==> config.mk <==
export PLATFORM = sky130hd
export DESIGN_NAME = id_and_ram_page_regs
export DESIGN_NICKNAME = d
export VERILOG_FILES = /design/src/hw/id_page_pkg.sv /design/src/hw/level_sync.sv /design/src/hw/id_and_ram_page_regs.sv
export SDC_FILE = /design/constraint.sdc
export NUM_CORES = 1
export LEC_CHECK = 0
export BUFFER_PORTS_ARGS = -buffer_cell sky130_fd_sc_hd__buf_4
export CORE_ASPECT_RATIO = 1.1
export CORE_UTILIZATION = 44
export CTS_CLUSTER_SIZE = 24
export DETAILED_ROUTE_END_ITERATION = 7
export PLACE_DENSITY = 0.8
export SYNTH_ARGS = -nofsm -noshare
export SYNTH_HDL_FRONTEND = slang
export SYNTH_SLANG_ARGS = --single-unit
==> constraint.sdc <==
create_clock -name clock -period 2 [get_ports clock]
set_clock_uncertainty 0.05 [all_clocks]
set_input_delay 0.4 -clock clock [delete_from_list [all_inputs] [get_ports clock]]
set_output_delay 0.4 -clock clock [all_outputs]
set_load 0.05 [all_outputs]
==> src/hw/id_page_pkg.sv <==
// Package with register map, field layout and bus constants of the identification and page block
package id_page_pkg;

   // Register indices as printed; byte address is four times the index
   localparam logic [5:0] LOT_LOW_IDX   = 6'h2B;
   localparam logic [5:0] UID_HIGH_IDX  = 6'h2C;
   localparam logic [5:0] UID_LOW_IDX   = 6'h2D;
   localparam logic [5:0] WAFER_IDX     = 6'h2E;
   localparam logic [5:0] RAM_PAGE_IDX  = 6'h3F;

   localparam int ADDR_WIDTH = 8;
   localparam int DATA_WIDTH = 32;

   // Page register fields
   localparam int PAGE_LEAK_BIT   = 7;
   localparam int PAGE_POL_BIT    = 6;
   localparam int PAGE_WDT_BIT    = 5;
   localparam int PAGE_UNUSED_BIT = 4;
   localparam int PAGE_RSVD_BIT   = 3;
   localparam int PAGE_ALT_BIT    = 2;
   localparam int PAGE_STD_LSB    = 0;
   localparam logic [7:0] PAGE_RESET      = 8'h00;
   localparam logic [7:0] PAGE_WRITE_MASK = 8'hCF;

   // Identification field positions
   localparam int UID_HIGH_LOT_BIT = 7;
   localparam int WAFER_LOT_BIT    = 7;
   localparam int WAFER_NUM_LSB    = 1;

   // RAM windows
   localparam logic [1:0] STD_WINDOW_TAG = 2'h1;
   localparam int         STD_OFFS_BITS  = 6;
   localparam int         ALT_OFFS_BITS  = 7;

   localparam logic [1:0] RESP_OKAY   = 2'h0;
   localparam logic [1:0] RESP_SLVERR = 2'h2;

endpackage

==> src/hw/level_sync.sv <==
// Two-flop synchroniser for levels arriving from outside the clock domain
`timescale 1ns/10ps
module level_sync #(
   parameter int WIDTH = 1
) (
   input  wire logic             clock,    // System clock
   input  wire logic             sys_rst,  // Async reset, active high
   input  wire logic [WIDTH-1:0] asyncIn,  // Level from a pin
   output logic      [WIDTH-1:0] syncOut   // Level safe to use
);

   logic [WIDTH-1:0] stage1_q;
   logic [WIDTH-1:0] stage2_q;

   always_ff @(posedge clock or posedge sys_rst) begin
      if (sys_rst) begin
         stage1_q <= '0;
         stage2_q <= '0;
      end else begin
         stage1_q <= asyncIn;
         stage2_q <= stage1_q;
      end
   end

   assign syncOut = stage2_q;

endmodule // level_sync

==> src/hw/id_and_ram_page_regs.sv <==
// Identification registers, RAM page register and RAM address former behind AXI4-Lite
`timescale 1ns/10ps
module id_and_ram_page_regs
   import id_page_pkg::*;
#(
   // Factory values; the defaults are arbitrary
   parameter logic [9:0]  LOT_NUMBER   = 10'h15A,
   parameter logic [14:0] PART_UID     = 15'h2C3D,
   parameter logic [5:0]  WAFER_NUMBER = 6'h13
) (
   input  wire logic                    clock,                // 100 MHz clock
   input  wire logic                    sys_rst,              // Async reset, active high
   input  wire logic [ADDR_WIDTH-1:0]   awaddr,               // Write address
   input  wire logic                    awvalid,              // Write address valid
   output logic                         awready,              // Write address ready
   input  wire logic [DATA_WIDTH-1:0]   wdata,                // Write data
   input  wire logic [3:0]              wstrb,                // Write byte strobes
   input  wire logic                    wvalid,               // Write data valid
   output logic                         wready,               // Write data ready
   output logic [1:0]                   bresp,                // Write response
   output logic                         bvalid,               // Write response valid
   input  wire logic                    bready,               // Write response ready
   input  wire logic [ADDR_WIDTH-1:0]   araddr,               // Read address
   input  wire logic                    arvalid,              // Read address valid
   output logic                         arready,              // Read address ready
   output logic [DATA_WIDTH-1:0]        rdata,                // Read data
   output logic [1:0]                   rresp,                // Read response
   output logic                         rvalid,               // Read data valid
   input  wire logic                    rready,               // Read data ready
   input  wire logic                    watchdog_input_pin,   // Watchdog pin, async
   input  wire logic                    backupBelowRef,       // Comparator: supply below ref
   input  wire logic                    batteryFlagClear,     // Clears the flag, one cycle
   output logic                         battery_low_flag,     // Sticky battery-low flag
   output logic                         leakPathConnect,      // Page bit seven as stored
   input  wire logic [7:0]              ramOffset,            // Register offset of a RAM access
   input  wire logic                    ramReq,               // RAM access strobe
   output logic [7:0]                   ramAddr,              // Effective RAM address
   output logic                         ramAddrValid,         // Address valid, one cycle
   output logic                         ramAltWindow          // Access hit alternate window
);

   logic [7:0]  page_q;
   logic        awHeld_q, wHeld_q, arBusy_q;
   logic        awReady_q, wReady_q, arReady_q;
   logic [5:0]  wrIdx_q;
   logic [7:0]  wrByte_q;
   logic        wrLane_q;
   logic        bValid_q, rValid_q;
   logic [1:0]  bResp_q, rResp_q;
   logic [7:0]  rData_q;
   logic        awHeldD, wHeldD, arBusyD;
   logic        wrFire, arFire;
   logic [1:0]  syncLevels;
   logic        wdtLevel, belowRef, belowPrev_q, flag_q, crossing;
   logic [7:0]  ramAddr_q;
   logic        ramValid_q, ramAlt_q;
   logic        leak_q;

   level_sync #(.WIDTH(2)) pinSync (
      .clock   (clock),
      .sys_rst (sys_rst),
      .asyncIn ({backupBelowRef, watchdog_input_pin}),
      .syncOut (syncLevels)
   );
   assign wdtLevel = syncLevels[0];
   assign belowRef = syncLevels[1];

   function automatic logic mapped(input logic [5:0] idx);
      mapped = (idx == LOT_LOW_IDX) || (idx == UID_HIGH_IDX) || (idx == UID_LOW_IDX) ||
               (idx == WAFER_IDX) || (idx == RAM_PAGE_IDX);
   endfunction

   // Read view; id contents are constants so no write can reach them
   function automatic logic [7:0] readView(input logic [5:0] idx, input logic [7:0] page,
                                           input logic wdt);
      logic [7:0] v;
      v = 8'h00;
      unique case (idx)
         LOT_LOW_IDX:  v = LOT_NUMBER[7:0];
         UID_HIGH_IDX: v = {LOT_NUMBER[9], PART_UID[14:8]};
         UID_LOW_IDX:  v = PART_UID[7:0];
         WAFER_IDX:    v = {LOT_NUMBER[8], WAFER_NUMBER, 1'b0};
         RAM_PAGE_IDX: begin
            v = page & PAGE_WRITE_MASK;
            v[PAGE_WDT_BIT] = wdt;
         end
         default:      v = 8'h00;
      endcase
      readView = v;
   endfunction

   // Write channel: address and data taken in either order
   assign wrFire  = awHeld_q && wHeld_q && !bValid_q;
   assign awHeldD = (awHeld_q && !(bValid_q && bready)) || (awvalid && awReady_q);
   assign wHeldD  = (wHeld_q && !(bValid_q && bready)) || (wvalid && wReady_q);

   always_ff @(posedge clock or posedge sys_rst) begin
      if (sys_rst) begin
         awHeld_q  <= 1'b0;
         wHeld_q   <= 1'b0;
         awReady_q <= 1'b0;
         wReady_q  <= 1'b0;
      end else begin
         awHeld_q  <= awHeldD;
         wHeld_q   <= wHeldD;
         awReady_q <= !awHeldD;
         wReady_q  <= !wHeldD;
      end
   end

   always_ff @(posedge clock or posedge sys_rst) begin
      if (sys_rst) begin
         wrIdx_q  <= 6'h00;
         wrByte_q <= 8'h00;
         wrLane_q <= 1'b0;
      end else begin
         if (awvalid && awReady_q) begin
            wrIdx_q <= awaddr[7:2];
         end
         if (wvalid && wReady_q) begin
            wrByte_q <= wdata[7:0];
            wrLane_q <= wstrb[0];
         end
      end
   end

   always_ff @(posedge clock or posedge sys_rst) begin
      if (sys_rst) begin
         bValid_q <= 1'b0;
         bResp_q  <= RESP_OKAY;
      end else if (wrFire) begin
         bValid_q <= 1'b1;
         bResp_q  <= mapped(wrIdx_q) ? RESP_OKAY : RESP_SLVERR;
      end else if (bValid_q && bready) begin
         bValid_q <= 1'b0;
      end
   end

   // Only the writable page bits take data; bit seven is stored as written
   always_ff @(posedge clock or posedge sys_rst) begin
      if (sys_rst) begin
         page_q <= PAGE_RESET;
      end else if (wrFire && wrLane_q && (wrIdx_q == RAM_PAGE_IDX)) begin
         page_q <= wrByte_q & PAGE_WRITE_MASK;
      end
   end

   // Bit seven should be zero per host software; the device just drives it out
   always_ff @(posedge clock or posedge sys_rst) begin
      if (sys_rst) begin
         leak_q <= 1'b0;
      end else begin
         leak_q <= page_q[PAGE_LEAK_BIT];
      end
   end

   // Read channel: one read in flight, answer one cycle after the address
   assign arFire  = arvalid && arReady_q;
   assign arBusyD = arFire || (rValid_q && !rready);

   always_ff @(posedge clock or posedge sys_rst) begin
      if (sys_rst) begin
         arReady_q <= 1'b0;
         arBusy_q  <= 1'b0;
      end else begin
         arReady_q <= !arBusyD;
         arBusy_q  <= arBusyD;
      end
   end

   always_ff @(posedge clock or posedge sys_rst) begin
      if (sys_rst) begin
         rValid_q <= 1'b0;
         rData_q  <= 8'h00;
         rResp_q  <= RESP_OKAY;
      end else if (arFire) begin
         rValid_q <= 1'b1;
         rData_q  <= readView(araddr[7:2], page_q, wdtLevel);
         rResp_q  <= mapped(araddr[7:2]) ? RESP_OKAY : RESP_SLVERR;
      end else if (rValid_q && rready) begin
         rValid_q <= 1'b0;
      end
   end

   // Battery flag: the edge direction follows the polarity bit; set beats clear
   assign crossing = page_q[PAGE_POL_BIT] ? (belowPrev_q && !belowRef)
                                          : (!belowPrev_q && belowRef);

   always_ff @(posedge clock or posedge sys_rst) begin
      if (sys_rst) begin
         belowPrev_q <= 1'b0;
         flag_q      <= 1'b0;
      end else begin
         belowPrev_q <= belowRef;
         if (crossing) begin
            flag_q <= 1'b1;
         end else if (batteryFlagClear) begin
            flag_q <= 1'b0;
         end
      end
   end

   // RAM address former; offsets below the windows give no address
   always_ff @(posedge clock or posedge sys_rst) begin
      if (sys_rst) begin
         ramAddr_q  <= 8'h00;
         ramValid_q <= 1'b0;
         ramAlt_q   <= 1'b0;
      end else begin
         ramValid_q <= ramReq && (ramOffset[7] || (ramOffset[7:6] == STD_WINDOW_TAG));
         ramAlt_q   <= ramOffset[7];
         if (ramOffset[7]) begin
            ramAddr_q <= {page_q[PAGE_ALT_BIT], ramOffset[ALT_OFFS_BITS-1:0]};
         end else begin
            ramAddr_q <= {page_q[PAGE_STD_LSB +: 2], ramOffset[STD_OFFS_BITS-1:0]};
         end
      end
   end

   assign awready          = awReady_q;
   assign wready           = wReady_q;
   assign bvalid           = bValid_q;
   assign bresp            = bResp_q;
   assign arready          = arReady_q;
   assign rvalid           = rValid_q;
   assign rresp            = rResp_q;
   assign rdata            = {24'h000000, rData_q};
   assign battery_low_flag = flag_q;
   assign leakPathConnect  = leak_q;
   assign ramAddr          = ramAddr_q;
   assign ramAddrValid     = ramValid_q;
   assign ramAltWindow     = ramAlt_q;
endmodule // id_and_ram_page_regs

==> results.yml <==
sta:
  finalSetupViolCount: 0
  final.setup.tns_ns: 0
  final_hold_viol_count: 0
  fmax_ghz: 0.5949
  fin_ws_ns: 0.3189
  fin_crit_sh_pct: 84.05
  fin_crit_ns: 1.681
  slew_violations: 0
  rsz0062_at_grt: "no"
critical_path:
  critical-path-slowest-cell: "dfrtp_1"
  critical_path.max_fanout: 6
  critPathKind: "register to register"
  start_kind: "register"
  cp_cell_sequence: "and3b_2 > nand3_2 > nor3_4 > mux2_2"
  cp.required_ns: 2.14
  cp_slowest_stage_delay_ns: 0.42
  cp.arrival_ns: 1.82
  end_kind: "register"
  reg2reg_depth: 4
clocking:
  insertion_delay_ns: 0.29
  cts_resized: 0
  clock-sinks: 53
  cts-root-buf: "clkbuf_8"
  numCtsBuffers: 5
  cts_hold_repair.buffers: 0
  clk_path_buf_depth: 2
  cts_setup_buffers: 0
  htree_num_levels: 2
  cts_tree: "done"
  cts.clk_slew.worst_paths_ns: 0.09
detailed_routing:
  wl_per_cell_um: 11.91
  ant_nets: 0
  drtPass1Iterations: 4
  routed_wl_um: 3645
  remaining_drc_errors: 0
  viasPerCell: 4.748
  vias: 1453
  drt-initial-drc-count: 61
floorplan:
  dieArea_um2: 5324
  ioPinCount: 124
  row_count: 26
  die_h_um: 76.43
  start_util_pct: 46.65
  die_width_um: 69.66
  core_um2: 4750
global_routing:
  grt_first_pass_wirelength_um: 6354
  grt_pass1_vias: 1489
  track_usage_pct: 14.91
  gr-total-overflow: 0
  grt_max_degree: 35
  antenna_found_initial: 0
layout:
  area_growth_syn_to_layout_pct: 24.39
  fin_nets: 320
  n_antenna_cell: 0
  drive_gt1_share_pct: 40.40
placement:
  hpwl_um: 2877
  place_ws_ns: 0.3157
  port_buffers: 64
  place_congestion: 0.7879
synth:
  synthCells: 181
  yosysSeqAreaShare_pct: 59.85
  synth_warnings: 0
  ys_ff_latch: 53
  synth_area_um2: 2216
  yosysUniqueCellTypes: 34
  avgSynthCellArea_um2: 12.24
worst_hold_path:
  hp-class: "primary input to asynchronous set/reset pin"
run:
  maxCapViolCount: 0
outcome:
  status: "completed"
power:
  ir_worst_vdd_uv: 795.6
  power_leakage_nw: 1.408
  power.density_nw_per_um2: 1112
[stage by stage]
| stage | utilization [%] | area (um2) | instances | power (mW) | hold WS (ns) |
|---|---|---|---|---|---|
| 6_report | 58.03 | 2756 | 306 | 3.066 | 0.04719 |
| 5_1_grt | 58.03 | 2756 | 306 | 3.251 | 0.07206 |
| 4_1_cts | 58.03 | 2756 | 306 | 3.118 | 0.05002 |
| 3_5_place_dp | 56.30 | 2674 | 298 | 2.546 | 0.2893 |
| 3_3_place_gp | 56.30 | 2674 | 298 | 2.492 | 0.2853 |
| 2_1_floorplan | - | 2310 | 206 | 2.278 | 0.2812 |
[registers in the layout (all words and copies together), names as in the netlist, 2 cells and up]
name / cells
page_q: 6
pinSync.stage1_q: 2
pinSync.syncOut: 2
rData_q: 8
ramAddr: 8
wrByte_q: 6
wrIdx_q: 6
[layer usage]
layer / up-vias / global-route usage, % / routed length, um
met4: 0 / 3.600 / 42
met1: 681 / 16.09 / 1347
met5: - / 0 / 0
met3: 5 / 5.291 / 320
li1: 690 / - / -
met2: 77 / 27.57 / 1934
[synthesized netlist by cell type (all sizes together)]
cell type / n / area (um2)
a22oi: 1 / 7.510
and2: 2 / 12.51
nand2: 18 / 67.56
inv: 11 / 41.29
nand2b: 1 / 6.260
o21a: 1 / 7.510
a32o: 1 / 10.01
and3b: 2 / 18.77
o221ai: 1 / 8.760
and3: 1 / 6.260
nand4: 1 / 6.260
xor2: 3 / 26.28
buf: 29 / 210.2
o21ai: 11 / 55.05
a21oi: 4 / 20.02
a21o: 1 / 8.760
o22a: 1 / 10.01
mux2: 21 / 236.5
a21bo: 1 / 10.01
and4b: 1 / 10.01
nand3: 4 / 25.02
nor2: 2 / 7.510
nand3b: 2 / 15.01
clkbuf: 1 / 3.750
nor3: 2 / 21.27
dfrtp: 53 / 1326
a21boi: 1 / 7.510
a32oi: 3 / 26.28
conb: 1 / 3.750
[report_power, final]
part	total, mW	leakage, nW	internal (mW)	switching [mW]
Combinational	1.00	0.711	0.387	0.615
Sequential	1.50	0.652	1.34	0.161
Clock	0.563	0.0450	0.243	0.320
[cells by family after synthesis]
logic type             Yosys count  synth area share [%]
XOR/XNOR                         3                 1.186
buffers and inverters           41                 11.52
AND/OR/NAND/NOR                 36                 8.865
multiplexers                    21                 10.67
other                            1                0.1692
AO/OA/AOI/OAI                   26                 7.736
flip-flops                      53                 59.85
[cell type report]
| class | instances | area, um2 |
|---|---|---|
| Fill cell | 409 | 1993 |
| Sequential cell | 53 | 1326 |
| Multi-Input combinational cell | 112 | 728.2 |
| Clock inverter | 2 | 10.01 |
| Inverter | 11 | 41.29 |
| Clock buffer | 6 | 72.57 |
| Timing Repair Buffer | 66 | 508.0 |
| Tap cell | 56 | 70.07 |
[path summary, 6_finish.rpt]
kind	from	slack (ns)	endpoint
worst max-delay path	bvalid$_DFFE_PP0P_	0.32	page_q[1]$_DFFE_PP0P_
worst min-delay path	sys_rst	0.05	pinSync.stage1_q[1]$_DFF_PP0_
worst max register to register	bvalid$_DFFE_PP0P_	0.32	page_q[1]$_DFFE_PP0P_
worst min register to register	pinSync.stage1_q[0]$_DFF_PP0_	0.31	pinSync.syncOut[0]$_DFF_PP0_
max in group asynchronous	sys_rst	1.34	wrByte_q[1]$_DFFE_PP0P_
min in group clock	ramOffset[0]	0.15	ramAddr[0]$_DFF_PP0_
[placed cells by master, fill, tap and decap left out]
cell,netlist,routed
nand2b_1,1,1
nand4_1,1,1
conb_1,1,26
o22a_2,1,1
a21boi_0,1,1
nor2_1,2,2
o21ai_1,1,1
nor3_1,1,1
buf_4,26,65
clkbuf_8,0,5
dfrtp_1,53,53
a32oi_1,3,3
inv_2,0,1
o221ai_1,1,1
clkinv_2,0,2
clkbuf_1,1,1
o21ai_0,10,10
mux2_2,21,21
and2_1,2,2
a32o_1,1,1
nand3b_1,2,2
a21bo_2,1,1
o21a_1,1,1
and3b_1,1,1
nand2_1,18,18
inv_1,11,10
nand3_2,1,1
nand3_1,3,3
and3_1,1,1
and3b_2,1,1
and4b_1,1,1
buf_12,0,1
a21oi_1,4,4
nor3_4,1,1
xor2_1,3,3
a21o_2,1,1
a22oi_1,1,1
[critical path, delay by kind of cell, from the launching register on]
family,cells,cell delay [ns]
muxes,1,0.37
and+or+nand+nor,3,0.73
DFF,1,0.42
Note: power is estimated with default switching activity, not from simulation.
